==> src/pkg/scs_pkg.sv <==
// Package for the clock-stop serial port: register map, field layouts, timing and carriers.
package scs_pkg;

    localparam int          WORD       = 8;
    localparam int          FIFO_DEPTH = 8;
    localparam int          CTRL_W     = 16;

    localparam logic [4:0]  CTRL_OFS   = 5'h00;
    localparam logic [4:0]  STAT_OFS   = 5'h04;
    localparam logic [4:0]  TXD_OFS    = 5'h08;
    localparam logic [4:0]  RXD_OFS    = 5'h0c;

    localparam int          ST_BUSY     = 0;
    localparam int          ST_TXFULL   = 1;
    localparam int          ST_TXEMPTY  = 2;
    localparam int          ST_RXVALID  = 3;
    localparam int          ST_OVERRUN  = 4;
    localparam int          ST_TXCLKDIR = 8;
    localparam int          ST_TXFSDIR  = 9;
    localparam int          ST_RXCLKDIR = 10;
    localparam int          ST_RXFSDIR  = 11;
    localparam int          ST_RXFSPOL  = 12;
    localparam int          ST_TXFSPOL  = 13;
    localparam int          ST_SRCSEL   = 14;
    localparam int          ST_DIV_LSB  = 16;

    localparam logic [1:0]  STOP_NO_DELAY   = 2'h2;
    localparam logic [1:0]  STOP_HALF_DELAY = 2'h3;
    localparam logic [7:0]  SLAVE_DIV       = 8'h01;
    localparam logic [7:0]  DIV_ZERO        = 8'h00;

    localparam int          CLK_NS          = 10;
    localparam int          SLV_DRIVE_NS    = 22;
    localparam int          SLV_RELEASE_NS  = 13;
    localparam int          SLV_DRIVE_CYC   = (SLV_DRIVE_NS + CLK_NS - 1) / CLK_NS;
    localparam int          SLV_RELEASE_CYC = (SLV_RELEASE_NS + CLK_NS - 1) / CLK_NS;
    localparam logic [1:0]  SLV_DRIVE_LD    = 2'(SLV_DRIVE_CYC - 1);
    localparam logic [1:0]  SLV_RELEASE_LD  = 2'(SLV_RELEASE_CYC - 1);

    localparam logic [4:0]  LAST_EDGE  = 5'(2 * WORD - 1);
    localparam logic [4:0]  EDGES_FULL = 5'(2 * WORD);
    localparam logic [3:0]  SHIFT_MAX  = 4'(WORD - 1);

    typedef enum logic [1:0] {
        ST_IDLE  = 2'b00,
        ST_LEAD  = 2'b01,
        ST_RUN   = 2'b10,
        ST_TRAIL = 2'b11
    } scs_state_e;

    typedef struct packed {
        logic [7:0] div;
        logic [1:0] rsv;
        logic       src;
        logic       pol;
        logic [1:0] stop;
        logic       master;
        logic       en;
    } scs_ctrl_s;

    localparam scs_ctrl_s CTRL_RST = '{div: 8'h01, default: '0};

    typedef struct packed {
        logic [4:0]  address;
        logic        read;
        logic        write;
        logic [31:0] writedata;
    } scs_av_req_s;

    typedef struct packed {
        logic [31:0] readdata;
        logic        waitrequest;
    } scs_av_rsp_s;

    typedef struct packed {
        logic sclk;
        logic fsx;
        logic fsr;
        logic din;
    } scs_pins_in_s;

    typedef struct packed {
        logic sclk_o;
        logic sclk_oe;
        logic fsx_o;
        logic fsx_oe;
        logic dout;
        logic dout_oe;
    } scs_pins_out_s;

endpackage

==> src/scs_top.sv <==
// Clock-stop serial port with its transmit FIFO and an Avalon-MM register slave.
// Overview of operation
// Generated bit clock period equals divide value plus one, in CPU cycles.
// Low phase is half period for odd divide, else divide/2 cycles.
// High phase is half period for odd divide, else divide/2 plus one cycles.
// Slave mode forces source select and divide value to one.
// Sync polarities read as one; master drives inverted, active-low slave enable.
// Slave inverts the active-low enables received on both sync pins.
// Master drives bit clock and transmit sync; receive side pins are inputs.
// Slave drives neither clock nor sync; all four directions are inputs.
// Slave enable falls before the first rising clock edge of a transfer.
// Codes 11b/pol0 and 10b/pol1 launch transmit bits on falling clock edges.
// Code 10b with polarity one captures receive data on rising edges.
// Code 11b with polarity zero captures receive data on falling edges.
// Master 11b/pol0 lowers enable one full period before the first edge.
// Master 10b/pol1 lowers enable one high phase before the first edge.
// Master 11b/pol0 holds enable one low phase after the last edge.
// Master 10b/pol1 holds enable one full period after the last edge.
// Slave releases its data output shortly after the enable is deasserted.
// Slave drives its first data bit only some cycles after enable falls.
// Master bit clock idles at the polarity level outside a transfer.
//
// Chosen here: the placing of the registers and register access over Avalon-MM.
`timescale 1ns/1ns

module scs_fifo #(
    parameter int W     = 8,
    parameter int DEPTH = 8
) (
    input  wire logic         clk_sys,
    input  wire logic         nrst,
    input  wire logic         in_valid,
    output logic              in_ready,
    input  wire logic [W-1:0] in_data,
    output logic              out_valid,
    input  wire logic         out_ready,
    output logic [W-1:0]      out_data
);
    localparam int AW = (DEPTH > 1) ? $clog2(DEPTH) : 1;
    localparam int CW = $clog2(DEPTH + 1);
    localparam logic [AW-1:0] LAST = AW'(DEPTH - 1);
    localparam logic [CW-1:0] FULL = CW'(DEPTH);

    typedef struct packed {
        logic [DEPTH-1:0][W-1:0] mem;
        logic [AW-1:0]           rd;
        logic [AW-1:0]           wr;
        logic [CW-1:0]           count;
    } scs_fifo_s;

    scs_fifo_s q;
    scs_fifo_s n;
    logic      push;
    logic      pop;

    assign in_ready  = (q.count != FULL);
    assign out_valid = (q.count != '0);
    assign out_data  = q.mem[q.rd];
    assign push      = in_valid && in_ready;
    assign pop       = out_valid && out_ready;

    always_comb begin
        n = q;
        if (push) begin
            n.mem[q.wr] = in_data;
            n.wr        = (q.wr == LAST) ? '0 : q.wr + 1'b1;
        end
        if (pop) begin
            n.rd = (q.rd == LAST) ? '0 : q.rd + 1'b1;
        end
        n.count = q.count + CW'(push) - CW'(pop);
    end

    always_ff @(posedge clk_sys or negedge nrst) begin
        if (!nrst) begin
            q <= '0;
        end else begin
            q <= n;
        end
    end
endmodule

module scs_top (
    input  wire logic                   clk_sys,
    input  wire logic                   nrst,
    input  wire scs_pkg::scs_av_req_s   av_req,
    output scs_pkg::scs_av_rsp_s        av_rsp,
    input  wire scs_pkg::scs_pins_in_s  pins_in,
    output scs_pkg::scs_pins_out_s      pins_out
);
    import scs_pkg::*;

    typedef struct packed {
        scs_ctrl_s     ctrl;
        logic          rxv;
        logic          ovr;
        logic [WORD-1:0] rxd;
        scs_av_rsp_s   rsp;
        scs_pins_out_s po;
        scs_state_e    st;
        logic [8:0]    cnt;
        logic [4:0]    edges;
        logic [3:0]    shifts;
        logic [WORD-1:0] tsh;
        logic [WORD-1:0] rsh;
        logic          sclk_q;
        logic          act_q;
        logic [1:0]    dly;
    } scs_state_s;

    scs_state_s      q;
    scs_state_s      n;
    logic            bus_push;
    logic            fifo_pop;
    logic            fifo_in_ready;
    logic            fifo_out_valid;
    logic [WORD-1:0] fifo_out_data;
    logic [7:0]      div_e;
    logic [7:0]      eff_div;
    logic [8:0]      period;
    logic [8:0]      lo;
    logic [8:0]      hi;
    logic [8:0]      lead;
    logic [8:0]      trail;
    logic            launch_fall;
    logic            capture_rise;
    logic            act;
    logic            do_edge;
    logic            nl;
    logic            rx_push;
    logic [31:0]     stat;

    assign av_rsp   = q.rsp;
    assign pins_out = q.po;

    scs_fifo #(
        .W     (WORD),
        .DEPTH (FIFO_DEPTH)
    ) u_txfifo (
        .clk_sys   (clk_sys),
        .nrst      (nrst),
        .in_valid  (bus_push),
        .in_ready  (fifo_in_ready),
        .in_data   (av_req.writedata[WORD-1:0]),
        .out_valid (fifo_out_valid),
        .out_ready (fifo_pop),
        .out_data  (fifo_out_data)
    );

    // A zero divide would need half-cycle phases, so it runs as a divide of one.
    always_comb begin
        div_e        = (q.ctrl.div == DIV_ZERO) ? SLAVE_DIV : q.ctrl.div;
        eff_div      = q.ctrl.master ? div_e : SLAVE_DIV;
        period       = {1'b0, div_e} + 9'h1;
        lo           = div_e[0] ? (period >> 1) : {2'b0, div_e[7:1]};
        hi           = div_e[0] ? (period >> 1) : {2'b0, div_e[7:1]} + 9'h1;
        lead         = q.ctrl.stop[0] ? period : (q.ctrl.pol ? hi : lo);
        trail        = q.ctrl.stop[0] ? (q.ctrl.pol ? hi : lo) : period;
        launch_fall  = q.ctrl.stop[0] ^ q.ctrl.pol;
        capture_rise = (q.ctrl.stop == STOP_NO_DELAY) && q.ctrl.pol;
        act          = ~pins_in.fsx;
        stat                = '0;
        stat[ST_BUSY]       = (q.st != ST_IDLE);
        stat[ST_TXFULL]     = ~fifo_in_ready;
        stat[ST_TXEMPTY]    = ~fifo_out_valid;
        stat[ST_RXVALID]    = q.rxv;
        stat[ST_OVERRUN]    = q.ovr;
        stat[ST_TXCLKDIR]   = q.ctrl.master;
        stat[ST_TXFSDIR]    = q.ctrl.master;
        stat[ST_RXCLKDIR]   = 1'b0;
        stat[ST_RXFSDIR]    = 1'b0;
        stat[ST_RXFSPOL]    = 1'b1;
        stat[ST_TXFSPOL]    = 1'b1;
        stat[ST_SRCSEL]     = q.ctrl.master ? q.ctrl.src : 1'b1;
        stat[ST_DIV_LSB +: 8] = eff_div;
    end

    always_comb begin
        n        = q;
        bus_push = 1'b0;
        fifo_pop = 1'b0;
        do_edge  = 1'b0;
        nl       = 1'b0;
        rx_push  = 1'b0;
        // Bus: a TX write waits while the FIFO is full, which stalls the master.
        if (!q.rsp.waitrequest) begin
            n.rsp.waitrequest = 1'b1;
        end else if ((av_req.read || av_req.write)
                     && !(av_req.write && av_req.address == TXD_OFS && !fifo_in_ready)) begin
            n.rsp.waitrequest = 1'b0;
            n.rsp.readdata    = '0;
            if (av_req.write) begin
                case (av_req.address)
                    CTRL_OFS: begin
                        if (q.st == ST_IDLE) begin
                            n.ctrl     = scs_ctrl_s'(av_req.writedata[CTRL_W-1:0]);
                            n.ctrl.rsv = '0;
                        end
                    end
                    STAT_OFS: begin
                        if (av_req.writedata[ST_OVERRUN]) begin
                            n.ovr = 1'b0;
                        end
                    end
                    TXD_OFS:  bus_push = 1'b1;
                    default:  ;
                endcase
            end else begin
                case (av_req.address)
                    CTRL_OFS: n.rsp.readdata = {16'h0, q.ctrl};
                    STAT_OFS: n.rsp.readdata = stat;
                    RXD_OFS: begin
                        n.rsp.readdata = {24'h0, q.rxd};
                        n.rxv          = 1'b0;
                    end
                    default:  n.rsp.readdata = '0;
                endcase
            end
        end
        if (q.ctrl.master) begin
            n.po.sclk_oe = q.ctrl.en;
            n.po.fsx_oe  = q.ctrl.en;
            unique case (q.st)
                ST_IDLE: begin
                    n.po.sclk_o = q.ctrl.pol;
                    n.po.fsx_o  = 1'b1;
                    if (q.ctrl.en && fifo_out_valid) begin
                        fifo_pop     = 1'b1;
                        n.tsh        = fifo_out_data;
                        n.st         = ST_LEAD;
                        n.po.fsx_o   = 1'b0;
                        n.po.dout_oe = 1'b1;
                        n.cnt        = lead - 9'h1;
                        n.edges      = '0;
                        n.shifts     = '0;
                    end
                end
                ST_LEAD, ST_RUN: begin
                    if (q.cnt == '0) begin
                        do_edge = 1'b1;
                        nl      = ~q.po.sclk_o;
                    end else begin
                        n.cnt = q.cnt - 9'h1;
                    end
                end
                ST_TRAIL: begin
                    if (q.cnt == '0) begin
                        n.po.fsx_o   = 1'b1;
                        n.po.dout_oe = 1'b0;
                        n.st         = ST_IDLE;
                        rx_push      = 1'b1;
                    end else begin
                        n.cnt = q.cnt - 9'h1;
                    end
                end
            endcase
        end else begin
            n.po.sclk_oe = 1'b0;
            n.po.fsx_oe  = 1'b0;
            n.po.fsx_o   = 1'b1;
            n.po.sclk_o  = q.ctrl.pol;
            n.sclk_q     = pins_in.sclk;
            n.act_q      = act;
            unique case (q.st)
                ST_IDLE: begin
                    if (q.ctrl.en && act && !q.act_q) begin
                        fifo_pop = fifo_out_valid;
                        n.tsh    = fifo_out_valid ? fifo_out_data : '0;
                        n.st     = ST_RUN;
                        n.dly    = SLV_DRIVE_LD;
                        n.edges  = '0;
                        n.shifts = '0;
                    end
                end
                ST_RUN: begin
                    if (!act) begin
                        n.st    = ST_TRAIL;
                        n.dly   = SLV_RELEASE_LD;
                        rx_push = (q.edges == EDGES_FULL);
                    end else begin
                        if (q.dly != '0) begin
                            n.dly = q.dly - 2'h1;
                        end else begin
                            n.po.dout_oe = 1'b1;
                        end
                        if (pins_in.sclk != q.sclk_q) begin
                            do_edge = 1'b1;
                            nl      = pins_in.sclk;
                        end
                    end
                end
                ST_LEAD, ST_TRAIL: begin
                    if (q.dly == '0) begin
                        n.po.dout_oe = 1'b0;
                        n.st         = ST_IDLE;
                    end else begin
                        n.dly = q.dly - 2'h1;
                    end
                end
            endcase
        end
        if (do_edge) begin
            if (nl != launch_fall && q.edges != '0 && q.shifts != SHIFT_MAX) begin
                n.tsh    = {q.tsh[WORD-2:0], 1'b0};
                n.shifts = q.shifts + 4'h1;
            end
            if (nl == capture_rise && (q.ctrl.master || !pins_in.fsr)) begin
                n.rsh = {q.rsh[WORD-2:0], pins_in.din};
            end
            if (q.edges != EDGES_FULL) begin
                n.edges = q.edges + 5'h1;
            end
            if (q.ctrl.master) begin
                n.po.sclk_o = nl;
                n.st        = ST_RUN;
                n.cnt       = (nl ? hi : lo) - 9'h1;
                if (q.edges == LAST_EDGE) begin
                    n.st  = ST_TRAIL;
                    n.cnt = trail - 9'h1;
                end
            end
        end
        // The new word is applied after the bus read so an arrival beats the clear.
        if (rx_push) begin
            n.ovr = n.ovr | n.rxv;
            n.rxv = 1'b1;
            n.rxd = q.rsh;
        end
        n.po.dout = n.tsh[WORD-1];
    end

    always_ff @(posedge clk_sys or negedge nrst) begin
        if (!nrst) begin
            q          <= '0;
            q.ctrl     <= CTRL_RST;
            q.rsp      <= '{readdata: '0, waitrequest: 1'b1};
            q.po.fsx_o <= 1'b1;
        end else begin
            q <= n;
        end
    end

    // Helper counters for the assertions: cycles each level of clock and enable has stood.
    logic [8:0] hc;
    logic [8:0] phc;
    logic [8:0] fc;
    logic       mas_en;
    logic       slv_en;

    assign mas_en = q.ctrl.en && q.ctrl.master;
    assign slv_en = q.ctrl.en && !q.ctrl.master;

    always_ff @(posedge clk_sys or negedge nrst) begin
        if (!nrst) begin
            hc  <= '0;
            phc <= '0;
            fc  <= '0;
        end else begin
            hc  <= (n.po.sclk_o != q.po.sclk_o) ? 9'h1 : hc + 9'h1;
            phc <= (n.po.sclk_o != q.po.sclk_o) ? hc : phc;
            fc  <= (n.po.fsx_o != q.po.fsx_o) ? 9'h1 : fc + 9'h1;
        end
    end

    a_low_phase: assert property (@(posedge clk_sys) disable iff (!nrst)
        (mas_en && q.st == ST_RUN && q.cnt == '0 && !q.po.sclk_o) |-> hc == lo)
        else $error("bit clock low phase has the wrong length");
    a_high_phase: assert property (@(posedge clk_sys) disable iff (!nrst)
        (mas_en && q.st == ST_RUN && q.cnt == '0 && q.po.sclk_o) |-> hc == hi)
        else $error("bit clock high phase has the wrong length");
    a_clock_period: assert property (@(posedge clk_sys) disable iff (!nrst)
        (mas_en && q.st == ST_RUN && q.cnt == '0 && q.edges >= 5'h2)
        |-> ({1'b0, hc} + {1'b0, phc}) == {1'b0, period})
        else $error("bit clock period differs from divide plus one");
    a_lead_time: assert property (@(posedge clk_sys) disable iff (!nrst)
        (mas_en && q.st == ST_LEAD && q.cnt == '0) |-> !q.po.fsx_o && fc == lead)
        else $error("slave enable lead before first edge is wrong");
    a_trail_time: assert property (@(posedge clk_sys) disable iff (!nrst)
        (mas_en && q.st == ST_TRAIL && q.cnt == '0) |-> hc == trail ##1 q.po.fsx_o)
        else $error("slave enable hold after last edge is wrong");
    a_enable_low: assert property (@(posedge clk_sys) disable iff (!nrst)
        (mas_en && q.st != ST_IDLE) |-> !q.po.fsx_o && q.po.dout_oe)
        else $error("slave enable not low during master transfer");
    a_idle_level: assert property (@(posedge clk_sys) disable iff (!nrst)
        (q.ctrl.master && q.st == ST_IDLE && $past(q.st) == ST_IDLE && $stable(q.ctrl))
        |-> q.po.sclk_o == q.ctrl.pol)
        else $error("idle bit clock not at polarity level");
    a_master_dirs: assert property (@(posedge clk_sys) disable iff (!nrst)
        (mas_en && $past(mas_en)) |-> q.po.sclk_oe && q.po.fsx_oe)
        else $error("master does not drive clock and sync");
    a_slave_dirs: assert property (@(posedge clk_sys) disable iff (!nrst)
        (!q.ctrl.master && $past(q.ctrl.master) == 1'b0) |-> !q.po.sclk_oe && !q.po.fsx_oe)
        else $error("slave drives clock or sync");
    a_launch_fall: assert property (@(posedge clk_sys) disable iff (!nrst)
        (mas_en && launch_fall && $past(q.st) == ST_RUN && $changed(q.tsh))
        |-> !q.po.sclk_o && $past(q.po.sclk_o))
        else $error("transmit bit launched off the falling edge");
    a_slave_drive: assert property (@(posedge clk_sys) disable iff (!nrst)
        (slv_en && q.st == ST_IDLE && act && !q.act_q)
        |-> ##1 !q.po.dout_oe ##1 !q.po.dout_oe ##1 !q.po.dout_oe)
        else $error("slave drove data too soon after enable");
    a_slave_release: assert property (@(posedge clk_sys) disable iff (!nrst)
        (slv_en && q.st == ST_RUN && !act) |-> ##[2:3] !q.po.dout_oe)
        else $error("slave did not release data after enable ended");
endmodule

==> config.mk <==
export PLATFORM = sky130hd
export DESIGN_NAME = scs_top
export DESIGN_NICKNAME = d
export VERILOG_FILES = /design/src/pkg/scs_pkg.sv /design/src/scs_top.sv
export SDC_FILE = /design/constraint.sdc
export NUM_CORES = 1
export LEC_CHECK = 0
export ABC_AREA = 0
export ABC_CLOCK_PERIOD_IN_PS = 4150
export BUFFER_PORTS_ARGS = -buffer_cell sky130_fd_sc_hd__buf_2
export CAP_MARGIN = 20
export CORE_UTILIZATION = 50
export CTS_CLUSTER_DIAMETER = 80
export CTS_CLUSTER_SIZE = 12
export DETAILED_ROUTE_END_ITERATION = 6
export PLACE_DENSITY = 0.73
export SLEW_MARGIN = 25
export SYNTH_ARGS = -nofsm -noshare
export SYNTH_HDL_FRONTEND = slang
export SYNTH_SLANG_ARGS = --single-unit
==> constraint.sdc <==
create_clock -name clk_sys -period 4.15 [get_ports clk_sys]
set_input_delay 0.2075 -clock clk_sys [delete_from_list [all_inputs] [get_ports clk_sys]]
set_output_delay 0.2075 -clock clk_sys [all_outputs]
set_load 0.03 [all_outputs]
; ---- Yosys cells after proc, flatten, opt, wreduce, memory -nomap -nowiden
; Index checks and enable logic that the tools add are counted.
[word_totals]
wordCells = 214
input_bits = 45
output_inout_bits = 39
regBits = 177
[op_classes]
magnitude_cmp = 3
mux = 90
n_addsub = 13
bitwise = 7
n_reduce_logical = 38
n_eq_ne = 26
[op_table]
columns = operator, count
row1 = $mux 8, 10
row2 = $pmux 24 s3, 1
row3 = $mux 17, 4
row4 = $bwmux 64, 1
row5 = $mux 1, 40
row6 = $mux 36, 1
row7 = $mux 9, 4
row8 = $mux 29, 1
row9 = $sub 9x1->9 const B, 3
row10 = $bmux 8 s3, 1
row11 = $demux 8 s3, 1
row12 = $mux 24, 1
row13 = $mux 10, 2
row14 = $pmux 9 s2, 1
row15 = $mux 2, 8
row16 = $eq 5x4->1 const B, 3
row17 = $mux 3, 5
row18 = $ne 3x3->1 const B, 5
row19 = $logic_and 1x1->1, 13
row20 = $mux 12, 1
row21 = $pmux 2 s3, 2
row22 = $mux 11, 1
row23 = $add 8x1->9 const B, 1
row24 = $logic_not 9->1, 1
row25 = other kinds (46), 66

; ---- Longest topological paths before layout
[depth]
ltp_word = 12
depth_mapped = 13
mapped_depth_nobuf = 12

; ---- By module
; Synthesis repeated with hierarchy kept, for this count alone.
[unflattened]
cells_unflattened = 938
area_unflattened_um2 = 9900.7
[by_module_without_submodules]
columns = module, cells_per_inst, n_inst, area_per_inst_um2
row1 = scs_top, 719, 1, 6318.6
row2 = scs_fifo, 219, 1, 3582.2

; ---- Least setup slack after synthesis
; Ideal clock, no wire load.
[synth_path]
kind = flip-flop to flip-flop
startpoint = reg q[38] (netlist bit)
endpoint = reg with a tool-made name
stages_incl_launch_ff = 12
n_path_buf = 0
setup_slack_ps = 1206
period_less_slack_ps = 2944
arrival_ps = 2821
path_cell_list = dfrtp_1 > inv_1 > ha_1 > nand4_1 > nand2_1 > or4_1 > a31oi_1 > ha_1 > nand3_1 > nor4_2 > xor2_1 > o21ai_1
[synth_lines]
columns = element, line
row1 = "start, declared", scs_top.sv:111  ; scs_state_s q;
row2 = "start signal, assigned", scs_top.sv:339  ; q <= n;

==> flow_summary.json <==
{
  "status": "finished clean",
  "synth_cell_type_count": 78,
  "root_buffer": "clkbuf_16",
  "synthFlopType": "dfrtp_1",
  "drtPass1Iterations": 6,
  "startpoint": "q[30]",
  "slew_violations": 0,
  "layout_min_cycle_time_ns": 3.50,
  "finClkSkew_ns": 0.0107,
  "gp_congestion": 0.942,
  "cts_buffer_depth": 2,
  "wl_per_cell_um": 18.2,
  "initial_core_util_pct": 51.5,
  "crit_slowest_cell": "nor4b_1",
  "path_max_fanout": 6,
  "cts_made_buffers": 17,
  "ant_nets": 0,
  "startpoint_type": "register",
  "worstMarginPinSlew_ns": 0.927,
  "die_h_um": 142,
  "overflow": 0,
  "synth_edf_count": 0,
  "syn_to_final_growth_pct": 9.28,
  "fmax_mhz": 286,
  "num_vias": 7295,
  "final_common_cell": "dfrtp_1",
  "ys_warn_count": 0,
  "reg2regPathDepth": 12,
  "vias_per_cell": 5.95,
  "worstSetupEndpointType": "register",
  "fp.dieW_um": 142,
  "min_path_type": "in2reg",
  "finalSetupViolCount": 0,
  "crit_chain": "inv_1 > ha_1 > nor4b_1 > nand4_1 > nand2_1 > o21ai_0 > a31oi_1 > ha_1 > nand3_1 > nor4_2 > xor2_1 > o21ai_1",
  "final_util_pct": 56.3,
  "power.leakage_nw": 4.92,
  "slowest_delay_ns": 0.53,
  "rows": 50,
  "grt_pass1_vias": 7187,
  "antenna_cells": 0,
  "cpMostUsedCell": "ha_1",
  "finalCritPeriodShare_pct": 84.3,
  "wirelength_um": 22300,
  "syn_area_sq_mm": 0.00973,
  "dpl.hpwl_um": 15500,
  "grt_usage_pct": 23.6,
  "crit_arrival_ns": 3.81,
  "cellPowerDensity_mw_per_mm2": 334,
  "drc": 0,
  "worst_hold_slack_ns": 0.0128,
  "synthArstFlopShare_pct": 100,
  "cp_data_required_time_ns": 4.46,
  "antenna_found_initial": 0,
  "seq_area_frac_synth_pct": 43.0,
  "drt_iter0_markers": 559,
  "clock-sinks": 167,
  "die_area_sq_mm": 0.0200,
  "synthCells": 942,
  "reg2reg_from": "q[30]",
  "ys_seq_elements": 167,
  "maxCapViolations": 0,
  "layout_common_cells": "dfrtp_1 (163), mux2_2 (94), nand2_1 (68), buf_2 (58), nor2_1 (54)",
  "io_buffer_count": 59,
  "r2r_slack_ns": 0.65,
  "drive_gt1_share_pct": 25.7,
  "htreeDepth": 4,
  "cts_tree": "built",
  "io_pins": 84,
  "nets": 1024,
  "grt_max_degree": 96,
  "ir_worst_vdd_mv": 0.275,
  "avgSynthCellArea_sq_um": 10.3,
  "nFillCells": 1610,
  "relSlewSlack_pct": 37.9,
  "hold_violations": 0,
  "clk_latency_ns": 0.43,
  "rsz0062_at_grt": "no",
  "path_class": "reg2reg",
  "fin_tns_setup_ns": 0,
  "grt_pass1_wl_um": 36800,
  "clkTransAtPathRegs_ns": 0.07,
  "fp.coreArea_sq_mm": 0.0189
}
[report_power, final]
group / switching (mW) / internal, mW
Combinational: 0.158 / 0.109
Clock: 0.758 / 0.815
Sequential: 0.0406 / 1.67
Total: 0.956 / 2.60
[how the worst min path moves through the flow]
stage / depth (start not counted) / to / slack, ns / startpoint
3_5_place_dp: 1 / q[102] / 0.35 / nrst
4_1_cts: 2 / q[101] / 0.0009 / av_req[12]
6_report: 2 / q[99] / 0.01 / av_req[10]
2_1_floorplan: 0 / async pin / -0.09 / nrst
5_1_grt: 2 / q[99] / 0.005 / av_req[10]
3_3_place_gp: 1 / q[102] / 0.35 / nrst
[metrics by stage]
stage	worst slack [ns]	power [mW]	std cells	area, sq um
after floorplan	1.21	1.91	949	9760
after global placement	0.795	1.99	1191	9990
after detailed placement	0.700	2.01	1191	9990
after CTS	0.692	3.59	1226	10600
after global routing	0.337	3.69	1226	10600
final	0.651	3.55	1226	10600
[state kept, by name, indices dropped and copies added (netlist names), named ones only]
signal,flops
u_txfifo.q,74
q,59
av_rsp,25
pins_out,5
[Yosys cell counts (7+ instances only)]
cell	count	area, sq um
dfrtp_1	164	4100
mux2_2	94	1060
nand2_1	68	255
nor2_1	54	203
a21oi_1	48	240
o21ai_0	45	225
clkbuf_1	41	154
buf_4	40	300
nand3_1	33	165
inv_1	32	120
ha_1	25	313
nor3_1	19	95.1
xnor2_1	18	158
a22o_1	17	149
mux2i_1	16	160
mux4_2	16	360
nor4_1	13	81.3
a21o_1	10	75.1
nand4_1	10	62.6
nand2b_1	9	56.3
o211ai_1	8	60.1
o31ai_1	8	60.1
and2_1	7	43.8
xor2_1	7	61.3
[per-layer routing]
layer | track usage (%) | vias up | routed length (um)
li1 | - | 3433 | -
met1 | 30.8 | 3596 | 9880
met2 | 39.0 | 225 | 10800
met3 | 4.83 | 41 | 1160
met4 | 8.32 | 0 | 431
met5 | 0 | - | 0
[timing repair]
item,CTS,global route
endpoints found under the setup margin,0,0
hold endpoints to repair,94,0
buffers inserted,0,0
gates resized for setup,0,0
hold buffers,3,0
[kinds of logic after synthesis]
logic type / Yosys count / share of synthesized area [%]
compound gates: 205 / 14.1
xor+xnor: 25 / 2.25
fa+ha+maj: 26 / 3.42
buf+inv: 129 / 6.67
flops: 167 / 43.0
mux: 126 / 16.2
other cells: 1 / 0.0385
simple gates: 263 / 14.3
[area by class of cell]
type | instances | area, sq um | share of cell area (%)
clock buffers | 17 | 425 | 4.00
clock inverters | 15 | 184 | 1.73
inverters | 35 | 131 | 1.24
multi-input cells | 653 | 4920 | 46.3
flip-flops and latches | 167 | 4180 | 39.3
well taps | 260 | 325 | 3.06
repair buffers | 79 | 459 | 4.32
[worst max-delay path, delay by kind of cell (launching register included)]
kind,cells,cell delay (ns)
AND/OR/NAND/NOR,5,1.58
buffers and inverters,1,0.10
AO/OA/AOI/OAI,3,0.58
XOR/XNOR,1,0.18
flip-flops,1,0.44
adder cells (fa/ha/maj),2,0.48
Power figures use the tool's default switching activity.
